--- config.mk ---
export PLATFORM = sky130hd
export DESIGN_NAME = sct_timing_irq
export DESIGN_NICKNAME = d
export VERILOG_FILES = /design/src/inc/sct_pkg.sv /design/src/hw/sct_timing_irq.sv
export VERILOG_INCLUDE_DIRS = /design/src /design/src/inc
export SDC_FILE = /design/constraint.sdc
export NUM_CORES = 1
export LEC_CHECK = 0
export BUFFER_PORTS_ARGS = -buffer_cell sky130_fd_sc_hd__buf_2
export CORE_MARGIN = 2
export CORE_UTILIZATION = 40
export DETAILED_ROUTE_END_ITERATION = 8
export GPL_ROUTABILITY_DRIVEN = 0
export HOLD_SLACK_MARGIN = 0.15
export PLACE_DENSITY = 0.58
export SLEW_MARGIN = 20
export SYNTH_ARGS = -nofsm -noshare
export SYNTH_HDL_FRONTEND = slang
export SYNTH_SLANG_ARGS = --single-unit
--- constraint.sdc ---
create_clock -name mclk -period 13.4 [get_ports mclk]
set_input_delay 2.68 -clock mclk [delete_from_list [all_inputs] [get_ports mclk]]
set_output_delay 2.68 -clock mclk [all_outputs]
set_load 0.01 [all_outputs]
--- src/inc/sct_consts.svh ---
// register indices, field positions and reset values of the smartcard timing block
// assumes byte address = 4 * index on a 32-bit bus, data in the low byte
`ifndef SCT_CONSTS_SVH
`define SCT_CONSTS_SVH
`define SCT_IDX_CTRL        4'h0
`define SCT_IDX_STATUS      4'h1
`define SCT_IDX_CONTACT     4'h2
`define SCT_IDX_BITPER_HI   4'h3
`define SCT_IDX_BITPER_LO   4'h4
`define SCT_IDX_GUARD_HI    4'h5
`define SCT_IDX_GUARD_LO    4'h6
`define SCT_IDX_WAIT_TOP    4'h7
`define SCT_IDX_WAIT_MID    4'h8
`define SCT_IDX_WAIT_LOW    4'h9
`define SCT_IDX_IRQ_MASK    4'ha
`define SCT_IDX_IRQ_PEND    4'hb
`define SCT_IDX_TX_BUF      4'hc
`define SCT_RST_CTRL        8'h00
`define SCT_RST_CONTACT     8'h00
`define SCT_RST_BITPER_HI   8'h01
`define SCT_RST_BITPER_LO   8'h74
`define SCT_RST_GUARD_HI    8'h00
`define SCT_RST_GUARD_LO    8'h0c
`define SCT_RST_WAIT_TOP    8'h00
`define SCT_RST_WAIT_MID    8'h25
`define SCT_RST_WAIT_LOW    8'h80
`define SCT_RST_IRQ         8'h00
`define SCT_RST_TX_BUF      8'h00
`define SCT_CTRL_RUN        2
`define SCT_CTRL_UART       3
`define SCT_CC_RST          1
`define SCT_CC_PWR          0
`define SCT_BITPER_COMP     7
`define SCT_IRQ_TXE         7
`define SCT_IRQ_OVC         5
`define SCT_IRQ_VOLT        4
`define SCT_IRQ_WAIT        3
`define SCT_IRQ_TXC         2
`define SCT_IRQ_RXC         1
`define SCT_IRQ_PAR         0
`define SCT_IRQ_USED        8'hbf
`define SCT_UNIT_ZERO_LEN   12'h800
`define SCT_CNT_ONE_12      12'h001
`define SCT_CNT_ONE_9       9'h001
`define SCT_CNT_ONE_24      24'h000001
`endif

--- src/inc/sct_pkg.sv ---
// types shared by the smartcard timing block
// assumes the constants header is compiled alongside
`default_nettype none
package sct_pkg;
  typedef enum logic [1:0] {
    SCT_RESP_OKAY   = 2'b00,
    SCT_RESP_SLVERR = 2'b10
  } sct_resp_e;
  // one-cycle pulses from the character transceiver, same clock
  typedef struct packed {
    logic startBit;    // start bit sent or detected
    logic txStartBit;  // start bit sent
    logic txDone;      // character transmitted
    logic rxDone;      // character received
    logic rxRead;      // receive buffer read by cpu
    logic parityErr;   // parity error
    logic txTaken;     // transmit buffer taken by shifter
  } sct_evt_s;
endpackage
`default_nettype wire

--- src/hw/sct_timing_irq.sv ---
// smartcard timing, waiting timer, interrupt and transmit buffer registers
// assumes an axi4-lite master on mclk, transceiver pulses on mclk, pins asynchronous
// Notes on behaviour
// - reset bit reads pin, write drives pin
// - power bit forced low without card
// - trim shortens odd bit periods by one
// - bit period is 11 bits, high/low split
// - high period write reloads period counter
// - period zero means 2048; software uses 12-2047
// - new guard loads when guard period ends
// - guard spaces transmitted start bits, 9 bits
// - wait registers hold load value only
// - stopped timer reloads on top write
// - running uart timer reloads on start bits
// - timer overflow raises maskable event
// - zero load stays zero, flag reads one
// - mask register, one enable per source
// - pending register clears when read
// - only enabled events set their pending bits
// - voltage pending on falling in-range only
// - transmitted character sets its pending bit
// - received character sets its pending bit
// - transmit buffer holds next byte, readable
`include "sct_consts.svh"
`default_nettype none
module sct_timing_irq (
  input  wire logic              mclk,
  input  wire logic              sys_rst,
  input  wire logic [7:0]        awaddr,
  input  wire logic              awvalid,
  output logic                   awready,
  input  wire logic [31:0]       wdata,
  input  wire logic [3:0]        wstrb,
  input  wire logic              wvalid,
  output logic                   wready,
  output logic [1:0]             bresp,
  output logic                   bvalid,
  input  wire logic              bready,
  input  wire logic [7:0]        araddr,
  input  wire logic              arvalid,
  output logic                   arready,
  output logic [31:0]            rdata,
  output logic [1:0]             rresp,
  output logic                   rvalid,
  input  wire logic              rready,
  input  wire logic              cardClk,
  input  wire logic              cardPresentPin,
  input  wire logic              overcurrentPin,
  input  wire logic              voltageOkPin,
  input  wire logic              cardRstPinIn,
  output logic                   cardRstOut,
  output logic                   cardPowerEnable,
  input  wire sct_pkg::sct_evt_s evt,
  output logic [7:0]             txByte,
  output logic                   txValid,
  output logic                   txStartAllow,
  output logic                   unitTick,
  output logic                   uartMode,
  output logic                   irq
);
  // pin synchronisers: stage one feeds stage two only
  logic [4:0] syncA_reg;
  logic [4:0] syncB_reg;
  logic       cardClkPrev_reg;
  logic       overPrev_reg;
  logic       voltPrev_reg;
  wire  [4:0] pinsRaw = {cardClk, cardPresentPin, overcurrentPin, voltageOkPin, cardRstPinIn};
  wire        clkSync  = syncB_reg[4];
  wire        presSync = syncB_reg[3];
  wire        overSync = syncB_reg[2];
  wire        voltSync = syncB_reg[1];
  wire        rstSync  = syncB_reg[0];
  wire        cardTick = clkSync & ~cardClkPrev_reg;

  always_ff @(posedge mclk or posedge sys_rst) begin
    if (sys_rst) begin
      syncA_reg       <= 5'h00;
      syncB_reg       <= 5'h00;
      cardClkPrev_reg <= 1'b0;
      overPrev_reg    <= 1'b0;
      voltPrev_reg    <= 1'b0;
    end else begin
      syncA_reg       <= pinsRaw;
      syncB_reg       <= syncA_reg;
      cardClkPrev_reg <= clkSync;
      overPrev_reg    <= overSync;
      voltPrev_reg    <= voltSync;
    end
  end

  // bus handshake and decode
  logic       bvalid_reg;
  logic [1:0] bresp_reg;
  logic       rvalid_reg;
  logic [1:0] rresp_reg;
  logic [7:0] rdata_reg;
  wire        wrFire  = awvalid & wvalid & ~bvalid_reg;
  wire        rdFire  = arvalid & ~rvalid_reg;
  wire  [3:0] wIdx    = awaddr[5:2];
  wire  [3:0] rIdx    = araddr[5:2];
  wire        wInRange = (awaddr[7:6] == 2'h0) && (wIdx <= `SCT_IDX_TX_BUF);
  wire        rInRange = (araddr[7:6] == 2'h0) && (rIdx <= `SCT_IDX_TX_BUF);
  wire        wLane   = wrFire & wInRange & wstrb[0];
  wire  [7:0] wByte   = wdata[7:0];
  wire        wrCtrl    = wLane && (wIdx == `SCT_IDX_CTRL);
  wire        wrStatus  = wLane && (wIdx == `SCT_IDX_STATUS);
  wire        wrContact = wLane && (wIdx == `SCT_IDX_CONTACT);
  wire        wrPerHi   = wLane && (wIdx == `SCT_IDX_BITPER_HI);
  wire        wrPerLo   = wLane && (wIdx == `SCT_IDX_BITPER_LO);
  wire        wrGuardHi = wLane && (wIdx == `SCT_IDX_GUARD_HI);
  wire        wrGuardLo = wLane && (wIdx == `SCT_IDX_GUARD_LO);
  wire        wrWaitTop = wLane && (wIdx == `SCT_IDX_WAIT_TOP);
  wire        wrWaitMid = wLane && (wIdx == `SCT_IDX_WAIT_MID);
  wire        wrWaitLow = wLane && (wIdx == `SCT_IDX_WAIT_LOW);
  wire        wrMask    = wLane && (wIdx == `SCT_IDX_IRQ_MASK);
  wire        wrTxBuf   = wLane && (wIdx == `SCT_IDX_TX_BUF);
  wire        rdPend    = rdFire && rInRange && (rIdx == `SCT_IDX_IRQ_PEND);

  assign awready = wrFire;
  assign wready  = wrFire;
  assign arready = ~rvalid_reg;
  assign bvalid  = bvalid_reg;
  assign bresp   = bresp_reg;
  assign rvalid  = rvalid_reg;
  assign rresp   = rresp_reg;
  assign rdata   = {24'h000000, rdata_reg};

  // software registers
  logic [7:0]  ctrl_reg;
  logic        cardRst_reg;
  logic        power_reg;
  logic [7:0]  perHi_reg;
  logic [7:0]  perLo_reg;
  logic        guardHi_reg;
  logic [7:0]  guardLo_reg;
  logic [7:0]  waitTop_reg;
  logic [7:0]  waitMid_reg;
  logic [7:0]  waitLow_reg;
  logic [7:0]  mask_reg;
  logic [7:0]  pend_reg;
  logic [7:0]  txBuf_reg;
  logic        txFull_reg;
  logic        txcFlag_reg;
  logic        rxcFlag_reg;
  logic        parFlag_reg;
  wire         waitRun = ctrl_reg[`SCT_CTRL_RUN];
  assign       uartMode = ctrl_reg[`SCT_CTRL_UART];

  // power bit may only rise while a card sits in the slot
  wire power_next = presSync & (wrContact ? wByte[`SCT_CC_PWR] : power_reg);

  always_ff @(posedge mclk or posedge sys_rst) begin
    if (sys_rst) begin
      ctrl_reg    <= `SCT_RST_CTRL;
      cardRst_reg <= 1'b0;
      power_reg   <= 1'b0;
      perHi_reg   <= `SCT_RST_BITPER_HI;
      perLo_reg   <= `SCT_RST_BITPER_LO;
      guardHi_reg <= 1'b0;
      guardLo_reg <= `SCT_RST_GUARD_LO;
      waitTop_reg <= `SCT_RST_WAIT_TOP;
      waitMid_reg <= `SCT_RST_WAIT_MID;
      waitLow_reg <= `SCT_RST_WAIT_LOW;
      mask_reg    <= `SCT_RST_IRQ;
      txBuf_reg   <= `SCT_RST_TX_BUF;
    end else begin
      power_reg <= power_next;
      if (wrCtrl)    ctrl_reg    <= wByte;
      if (wrContact) cardRst_reg <= wByte[`SCT_CC_RST];
      if (wrPerHi)   perHi_reg   <= wByte & 8'h87;
      if (wrPerLo)   perLo_reg   <= wByte;
      if (wrGuardHi) guardHi_reg <= wByte[0];
      if (wrGuardLo) guardLo_reg <= wByte;
      if (wrWaitTop) waitTop_reg <= wByte;
      if (wrWaitMid) waitMid_reg <= wByte;
      if (wrWaitLow) waitLow_reg <= wByte;
      if (wrMask)    mask_reg    <= wByte & `SCT_IRQ_USED;
      if (wrTxBuf)   txBuf_reg   <= wByte;
    end
  end
  assign cardRstOut      = cardRst_reg;
  assign cardPowerEnable = power_reg;
  assign txByte          = txBuf_reg;
  assign txValid         = txFull_reg;

  // bit period generator, counted in card clock edges
  logic [11:0] unitCnt_reg;
  logic        oddBit_reg;
  wire  [10:0] unitVal    = {perHi_reg[2:0], perLo_reg};
  wire  [11:0] unitLen    = (unitVal == 11'h000) ? `SCT_UNIT_ZERO_LEN : {1'b0, unitVal};
  wire         trim       = perHi_reg[`SCT_BITPER_COMP] & oddBit_reg;
  wire  [11:0] unitPeriod = trim ? unitLen - `SCT_CNT_ONE_12 : unitLen;
  wire         unitEnd    = cardTick && (unitCnt_reg >= unitPeriod);
  assign unitTick = unitEnd & ~wrPerHi;

  always_ff @(posedge mclk or posedge sys_rst) begin
    if (sys_rst) begin
      unitCnt_reg <= `SCT_CNT_ONE_12;
      oddBit_reg  <= 1'b0;
    end else if (wrPerHi) begin
      unitCnt_reg <= `SCT_CNT_ONE_12;
      oddBit_reg  <= 1'b0;
    end else if (unitEnd) begin
      unitCnt_reg <= `SCT_CNT_ONE_12;
      oddBit_reg  <= ~oddBit_reg;
    end else if (cardTick) begin
      unitCnt_reg <= unitCnt_reg + `SCT_CNT_ONE_12;
    end
  end

  // guard between transmitted start bits; the receive-to-transmit gap is left to software
  logic [8:0] guardCnt_reg;
  logic [8:0] guardCur_reg;
  logic       guardBusy_reg;
  wire  [8:0] guardSw  = {guardHi_reg, guardLo_reg};
  wire        guardEnd = guardBusy_reg && unitTick && (guardCnt_reg >= guardCur_reg);

  always_ff @(posedge mclk or posedge sys_rst) begin
    if (sys_rst) begin
      guardCnt_reg  <= `SCT_CNT_ONE_9;
      guardCur_reg  <= 9'({`SCT_RST_GUARD_HI, `SCT_RST_GUARD_LO});
      guardBusy_reg <= 1'b0;
    end else if (evt.txStartBit) begin
      guardCnt_reg  <= `SCT_CNT_ONE_9;
      guardBusy_reg <= 1'b1;
    end else if (!guardBusy_reg || guardEnd) begin
      guardCur_reg  <= guardSw;
      guardBusy_reg <= 1'b0;
    end else if (unitTick) begin
      guardCnt_reg  <= guardCnt_reg + `SCT_CNT_ONE_9;
    end
  end
  assign txStartAllow = ~guardBusy_reg;

  // waiting timer counts down in bit periods; zero is the overflowed state
  logic [23:0] waitCnt_reg;
  wire  [23:0] waitLoad    = {waitTop_reg, waitMid_reg, waitLow_reg};
  wire  [23:0] waitLoadWr  = {wByte, waitMid_reg, waitLow_reg};
  wire         waitStopLd  = !waitRun && wrWaitTop;
  wire         waitAutoLd  = waitRun && uartMode && evt.startBit;
  wire         waitDec     = waitRun && unitTick && (waitCnt_reg != 24'h000000);
  wire         waitOvfEvt  = waitDec && !waitAutoLd && (waitCnt_reg == `SCT_CNT_ONE_24);
  wire         waitFlag    = (waitCnt_reg == 24'h000000);

  always_ff @(posedge mclk or posedge sys_rst) begin
    if (sys_rst) begin
      waitCnt_reg <= {`SCT_RST_WAIT_TOP, `SCT_RST_WAIT_MID, `SCT_RST_WAIT_LOW};
    end else if (waitStopLd) begin
      waitCnt_reg <= waitLoadWr;
    end else if (waitAutoLd) begin
      waitCnt_reg <= waitLoad;
    end else if (waitDec) begin
      waitCnt_reg <= waitCnt_reg - `SCT_CNT_ONE_24;
    end
  end

  // events and pending bits; a new set beats the clear-on-read
  wire       overRise = overSync & ~overPrev_reg;
  wire       voltFall = ~voltSync & voltPrev_reg;
  wire [7:0] evtVec   = {evt.txTaken, 1'b0, overRise, voltFall, waitOvfEvt,
                         evt.txDone, evt.rxDone, evt.parityErr};
  wire [7:0] pendSet  = evtVec & mask_reg;
  wire [7:0] pend_next = (rdPend ? 8'h00 : pend_reg) | pendSet;

  always_ff @(posedge mclk or posedge sys_rst) begin
    if (sys_rst) begin
      pend_reg    <= `SCT_RST_IRQ;
      txFull_reg  <= 1'b0;
      txcFlag_reg <= 1'b0;
      rxcFlag_reg <= 1'b0;
      parFlag_reg <= 1'b0;
    end else begin
      pend_reg    <= pend_next;
      txFull_reg  <= wrTxBuf | (txFull_reg & ~evt.txTaken);
      txcFlag_reg <= evt.txDone | (txcFlag_reg & ~(wrStatus & ~wByte[`SCT_IRQ_TXC]));
      rxcFlag_reg <= evt.rxDone | (rxcFlag_reg & ~evt.rxRead);
      parFlag_reg <= evt.parityErr | (parFlag_reg & ~(wrStatus & ~wByte[`SCT_IRQ_PAR]));
    end
  end
  assign irq = |pend_reg;

  // read mux: wait registers return the load value, never the count
  wire [7:0] statusVal  = {~txFull_reg, presSync, overSync, voltSync, waitFlag,
                           txcFlag_reg, rxcFlag_reg, parFlag_reg};
  wire [7:0] contactVal = {6'h00, rstSync, power_reg};
  wire [7:0] rdMux =
    (rIdx == `SCT_IDX_CTRL)      ? ctrl_reg :
    (rIdx == `SCT_IDX_STATUS)    ? statusVal :
    (rIdx == `SCT_IDX_CONTACT)   ? contactVal :
    (rIdx == `SCT_IDX_BITPER_HI) ? perHi_reg :
    (rIdx == `SCT_IDX_BITPER_LO) ? perLo_reg :
    (rIdx == `SCT_IDX_GUARD_HI)  ? {7'h00, guardHi_reg} :
    (rIdx == `SCT_IDX_GUARD_LO)  ? guardLo_reg :
    (rIdx == `SCT_IDX_WAIT_TOP)  ? waitTop_reg :
    (rIdx == `SCT_IDX_WAIT_MID)  ? waitMid_reg :
    (rIdx == `SCT_IDX_WAIT_LOW)  ? waitLow_reg :
    (rIdx == `SCT_IDX_IRQ_MASK)  ? mask_reg :
    (rIdx == `SCT_IDX_IRQ_PEND)  ? pend_reg :
    txBuf_reg;

  always_ff @(posedge mclk or posedge sys_rst) begin
    if (sys_rst) begin
      bvalid_reg <= 1'b0;
      bresp_reg  <= sct_pkg::SCT_RESP_OKAY;
      rvalid_reg <= 1'b0;
      rresp_reg  <= sct_pkg::SCT_RESP_OKAY;
      rdata_reg  <= 8'h00;
    end else begin
      if (wrFire) begin
        bvalid_reg <= 1'b1;
        bresp_reg  <= wInRange ? sct_pkg::SCT_RESP_OKAY : sct_pkg::SCT_RESP_SLVERR;
      end else if (bready) begin
        bvalid_reg <= 1'b0;
      end
      if (rdFire) begin
        rvalid_reg <= 1'b1;
        rresp_reg  <= rInRange ? sct_pkg::SCT_RESP_OKAY : sct_pkg::SCT_RESP_SLVERR;
        rdata_reg  <= rInRange ? rdMux : 8'h00;
      end else if (rready) begin
        rvalid_reg <= 1'b0;
      end
    end
  end
endmodule
`default_nettype wire

Word level (Yosys, flattened, before mapping)
Index checks and enable logic that the tools add are counted.
{"block": "op_classes", "reduce_logical": 47, "n_mux": 36, "n_addsub": 4, "n_eq_ne": 24, "bitwise": 39, "n_lt_le_gt_ge": 4}
{"op": "$mux 8", "count": 14}
{"op": "$mux 24", "count": 3}
{"op": "$mux 12", "count": 5}
{"op": "$eq 4x3->1 const B", "count": 8}
{"op": "$eq 4x4->1 const B", "count": 8}
{"op": "$mux 9", "count": 3}
{"op": "$logic_and 1x1->1", "count": 26}
{"op": "$eq 24x1->1 const B", "count": 1}
{"op": "$logic_not 24->1", "count": 1}
{"op": "$reduce_bool 24->1", "count": 1}
{"op": "$sub 24x1->24 const B", "count": 1}
{"op": "$and 1x1->1", "count": 17}
{"op": "$eq 4x2->1 const B", "count": 4}
{"op": "$not 1->1", "count": 16}
{"op": "$add 12x1->12 const B", "count": 1}
{"op": "$ge 12x12->1", "count": 1}
{"op": "$sub 12x1->12 const B", "count": 1}
{"op": "$logic_not 11->1", "count": 1}
{"op": "$reduce_bool 2->1", "count": 5}
{"op": "$add 9x1->9 const B", "count": 1}
{"op": "$ge 9x9->1", "count": 1}
{"op": "$mux 1", "count": 9}
{"op": "$and 8x8->8", "count": 1}
{"op": "$eq 4x1->1 const B", "count": 2}
{"op": "12 further kinds", "count": 23}
{"block": "word_totals", "register_bits": 165, "in_bits": 71}

Depth between registers and ports, before layout
{"block": "depth", "depth_word": 14, "mapped_depth": 16}

Worst setup path before layout
No wires, ideal clock.
{"block": "synth_timing", "path_kind": "input to output", "startpoint": "in awaddr[5]", "endpoint": "out unitTick", "arrival_time_ns": 3.768, "required_ns": 10.720, "path_stages": 7, "setup_slack_ns": 6.952, "cell_sequence": "clkbuf_1 -> nor2_1 -> nand4_1 -> buf_2 -> nand3_1 -> inv_1 -> buf_2"}
{"block": "synth_between", "elab_chain_cells": 7, "word_cells_on_any_way": 8}
{"element": "from (decl)", "line_no": "sct_timing_irq.sv:29", "rtl": "input wire logic [7:0] awaddr,"}
{"element": "$le 4x4->1 (no line)"}
{"element": "$logic_and 1x1->1", "line_no": "sct_timing_irq.sv:101", "rtl": "wire wInRange = (awaddr[7:6] == 2'h0) && (wIdx <= `SCT_IDX_TX_BUF);"}
{"element": "$and 1x1->1 (2 in series)", "line_no": "sct_timing_irq.sv:103", "rtl": "wire wLane = wrFire & wInRange & wstrb[0];"}
{"element": "$logic_and 1x1->1 (*)", "line_no": "sct_timing_irq.sv:108", "rtl": "wire wrPerHi = wLane && (wIdx == `SCT_IDX_BITPER_HI);"}
{"element": "$not 1->1 (*)", "line_no": "sct_timing_irq.sv:194", "rtl": "assign unitTick = unitEnd & ~wrPerHi;"}
{"element": "$and 1x1->1 (*)", "line_no": "sct_timing_irq.sv:194"}
{"element": "to (decl)", "line_no": "sct_timing_irq.sv:57", "rtl": "output logic unitTick,"}
Mark *: on every way between the ends. The rest lies on a longest branch, timed or not.

Worst setup path after layout
{"block": "layout_timing", "startpoint": "reg perLo_reg[7]", "endpoint": "out unitTick"}
{"block": "layout_between", "elab_chain_cells": 7}
{"element": "from (decl)", "line_no": "sct_timing_irq.sv:133", "rtl": "logic [7:0] perLo_reg;"}
{"element": "from (signal assigned)", "line_no": "sct_timing_irq.sv:158", "rtl": "perLo_reg <= `SCT_RST_BITPER_LO;"}
{"element": "from (signal assigned)", "line_no": "sct_timing_irq.sv:171", "rtl": "if (wrPerLo) perLo_reg <= wByte;"}
{"element": "$logic_not 11->1", "line_no": "sct_timing_irq.sv:190", "rtl": "wire [11:0] unitLen = (unitVal == 11'h000) ? `SCT_UNIT_ZERO_LEN : {1'b0, unitVal};"}
{"element": "$mux 12 (*)", "line_no": "sct_timing_irq.sv:190"}
{"element": "$sub 12x1->12 (no line)"}
{"element": "$mux 12 (*)", "line_no": "sct_timing_irq.sv:192", "rtl": "wire [11:0] unitPeriod = trim ? unitLen - `SCT_CNT_ONE_12 : unitLen;"}
{"element": "$ge 12x12->1 (*)", "line_no": "sct_timing_irq.sv:193", "rtl": "wire unitEnd = cardTick && (unitCnt_reg >= unitPeriod);"}
{"element": "$logic_and 1x1->1 (*)", "line_no": "sct_timing_irq.sv:193"}
{"element": "$and 1x1->1 (*)", "line_no": "sct_timing_irq.sv:194"}
Marks and branches as above.

==> impl_metrics.toml <==
[logic_synthesis]
synth.cell_area_sq_um = 9240
postSynth.asyncResetShare_pct = 100
cell_types_occupying_the_most_area_after_synthesis = "sky130_fd_sc_hd__dfrtp_1, sky130_fd_sc_hd__mux2_2, sky130_fd_sc_hd__dfstp_2"
post_synth_inst_count = 898
synthTopCellsByCount = "sky130_fd_sc_hd__dfrtp_1, sky130_fd_sc_hd__mux2_2, sky130_fd_sc_hd__nand2_1"
synthesized_area_per_cell_sq_um = 10.3
dominantRegCellSynth = "sky130_fd_sc_hd__dfrtp_1"
yosys_warnings = 0
synth_cell_type_count = 85
synth-edff-count = 0
synth_largest_type_area_fraction_pct = 38.7
post-synth-top-count-cell = "sky130_fd_sc_hd__dfrtp_1"
synth_seq_area_share_pct = 44.1
synth_area_leader_cell = "sky130_fd_sc_hd__dfrtp_1"
ys_seq_elements = 162

[drt]
detail_route.vias_per_cell = 5.69
starting_drt_drc_count = 444
drcViolationCount = 0
route.final.wire_length_um = 24800
routed_wire_length_per_instance_um = 20.0
ant_nets = 0
first_pass_iters = 5
num_vias = 7046

[timing]
setup_viol_count_final = 0
grt_setup_unrepaired = "false"
max-slew-margin-rel_pct = 32.2
worst_pin_slew_ns = 1.01
max_freq_ghz = 0.137
fin_tns_setup_ns = 0
finalHoldViolCount = 0
final.hold.worst_slack_ns = 0.351
final_max_slew_viol_count = 0
period_needed_ns = 7.28
fin_crit_sh_pct = 54.3
finClkSkew_ns = 0.0148

[finish]
area_growth_pct = 11.4
multiInputGateArea_sq_um = 4750
fill_cells = 2156
final_layout_size_suffix_gt1_share_pct = 24.2
num_antenna_cells = 0
largest_reg_flops = 24
register_area_sq_um = 4080
finish.net_count = 1038
finish.instance_area_sq_um = 10300
layout.cells.non_filler = 1239

[power_and_ir_drop]
cellLeakagePower_nw = 4.69
p_per_area_nw_per_um2 = 126
design_power_total_mw = 1.30
max-vdd-ir-drop_mv = 0.0704

[floorplan]
floorplan.rows = 55
die_height_um = 156
core_area_sq_um = 22600
pin_count = 127
initial_utilization_pct = 40.8
floorplan.die_area_sq_um = 24300
die_width_um = 156

[clock_network]
cts.reportedPaths.clkPinSlew_ns = 0.07
cts_tree = "yes"
cts_max_path_buffers = 2
clock_sinks = 162
cts_made_buffers = 17
cts_htree_levels = 4
ctsRootBufferMaster = "sky130_fd_sc_hd__clkbuf_16"
cts_resized = 0
clock_insertion_delay_worst_skew_ns = 0.44
post_cts.repair.setup_buffers = 0
cts_hold_repair.buffers = 0

[placed_design]
placement.cell_area_sq_um = 9670
io_buffer_count = 69
post_placement_cell_count = 1207
place.detailed.hpwl_um = 17400

[status]
status = "finished clean"

[critical_path]
wp_data_arrival_ns = 4.60
critical_path.startpoint_type = "flop"
timing_worst_setup_path_type = "reg -> out"
endpoint_kind = "output port"
critPathRequiredTime_ns = 10.72
critical_path.max_fanout = 16

[global_route]
initial_antenna_violation_count = 0
global_route_usage_over_all_layers_pct = 21.4
grt_pass1_vias = 6979
grt_pass1_wl_um = 40200
grt-ovfl-total = 0
grt_max_degree = 99

[job]
drv_cap = 0

[min_path]
hold_class = "reg -> reg"
[cell type report]
cell class                 count  area share (%)
sequential                   162            39.6
timing repair buffer          72            3.57
clock inverter                14            1.85
tap                          285            3.47
inverter                      29            1.11
multi-input combinational    659            46.2
clock buffer                  18            4.17
[cell usage in the layout, fill, tap and decap left out, types with 4 or more instances in the layout]
cell type | netlist | final
sky130_fd_sc_hd__a211oi_1 | 4 | 4
sky130_fd_sc_hd__a21oi_1 | 32 | 32
sky130_fd_sc_hd__a22o_1 | 10 | 10
sky130_fd_sc_hd__a31oi_1 | 16 | 16
sky130_fd_sc_hd__and3_1 | 9 | 9
sky130_fd_sc_hd__buf_2 | 14 | 69
sky130_fd_sc_hd__clkbuf_16 | 0 | 17
sky130_fd_sc_hd__conb_1 | 1 | 26
sky130_fd_sc_hd__dfrtp_1 | 143 | 143
sky130_fd_sc_hd__dfstp_2 | 19 | 19
sky130_fd_sc_hd__ha_1 | 26 | 26
sky130_fd_sc_hd__inv_1 | 27 | 26
sky130_fd_sc_hd__inv_6 | 0 | 7
sky130_fd_sc_hd__mux2_2 | 71 | 71
sky130_fd_sc_hd__mux2i_1 | 10 | 10
sky130_fd_sc_hd__mux4_2 | 8 | 8
sky130_fd_sc_hd__nand2_1 | 70 | 70
sky130_fd_sc_hd__nand2b_1 | 23 | 23
sky130_fd_sc_hd__nand3_1 | 19 | 19
sky130_fd_sc_hd__nand3b_1 | 7 | 7
sky130_fd_sc_hd__nand4_1 | 11 | 11
sky130_fd_sc_hd__nand4b_1 | 5 | 5
sky130_fd_sc_hd__nor2_1 | 47 | 47
sky130_fd_sc_hd__nor2b_1 | 6 | 6
sky130_fd_sc_hd__nor3_1 | 28 | 28
sky130_fd_sc_hd__nor4_1 | 16 | 16
sky130_fd_sc_hd__o211ai_1 | 6 | 6
sky130_fd_sc_hd__o21ai_0 | 36 | 36
sky130_fd_sc_hd__o21ai_1 | 16 | 16
sky130_fd_sc_hd__o22ai_1 | 7 | 7
sky130_fd_sc_hd__o311ai_0 | 7 | 7
sky130_fd_sc_hd__or3_1 | 21 | 21
sky130_fd_sc_hd__or4_1 | 4 | 4
sky130_fd_sc_hd__xnor2_1 | 27 | 27
sky130_fd_sc_hd__xor2_1 | 13 | 13
[per-stage QoR]
step	setup slack [ns]	util, %
after CTS	6.12	45.4
after floorplan	6.37	-
final	6.12	45.4
after global routing	5.67	45.4
after global placement	6.15	42.7
after detailed placement	6.17	42.7
[worst paths after layout]
| kind | start | to | slack, ns | cells after the start |
|---|---|---|---|---|
| min in group asynchronous | sys_rst | bvalid | 2.44 | 2 |
| max in group asynchronous | sys_rst | ctrl_reg[0] | 9.56 | 3 |
| worst min register to register | syncA_reg[0] | syncB_reg[0] | 0.35 | 0 |
| worst max-delay path | perLo_reg[7] | unitTick | 6.12 | 13 |
| worst max register to register | perLo_reg[7] | guardCnt_reg[0] | 9.01 | 14 |
| worst min-delay path | syncA_reg[0] | syncB_reg[0] | 0.35 | 0 |
[metal layers]
| layer | vias to the layer above | global-route usage (%) | wire (um) |
|---|---|---|---|
| li1 | 3333 | - | - |
| met1 | 3554 | 29.5 | 11500 |
| met2 | 142 | 35.6 | 12200 |
| met3 | 17 | 3.69 | 840 |
| met4 | 0 | 4.76 | 261 |
| met5 | - | 0 | 0 |
[logic make-up (layout without fill, tap and decap cells)]
kind of cell,after synthesis,count (layout),share of synthesized area (%)
muxes,90,90,11.8
DFF,162,162,44.1
other,1,26,0.0406
adders and majority gates,26,26,3.52
AOI/OAI and AO/OA,181,181,13.3
xor gates and xnor gates,40,40,3.79
and+or+nand+nor,296,296,17.9
buffers and inverters,102,133,5.47
[critical path, stage by stage (launching register included)]
cell                       delay, ns
sky130_fd_sc_hd__dfrtp_1        0.46
sky130_fd_sc_hd__nor4_1         0.45
sky130_fd_sc_hd__nand4b_1       0.28
sky130_fd_sc_hd__o21ai_1        0.18
sky130_fd_sc_hd__nand4_1        0.17
sky130_fd_sc_hd__nor4_1         0.28
sky130_fd_sc_hd__xnor2_1        0.11
sky130_fd_sc_hd__ha_1           0.30
sky130_fd_sc_hd__nand4_1        0.12
sky130_fd_sc_hd__nor2_1         0.18
sky130_fd_sc_hd__a311o_1        0.38
sky130_fd_sc_hd__nand3_1        0.51
sky130_fd_sc_hd__inv_1          0.51
sky130_fd_sc_hd__buf_2          0.22
[where the power goes]
part	internal [mW]	total (mW)	switching (mW)
sequential	0.522	0.556	0.0343
combinational	0.0877	0.218	0.130
clock	0.301	0.526	0.225
total	0.910	1.30	0.389
No activity file was read; power rests on OpenSTA's default activity.
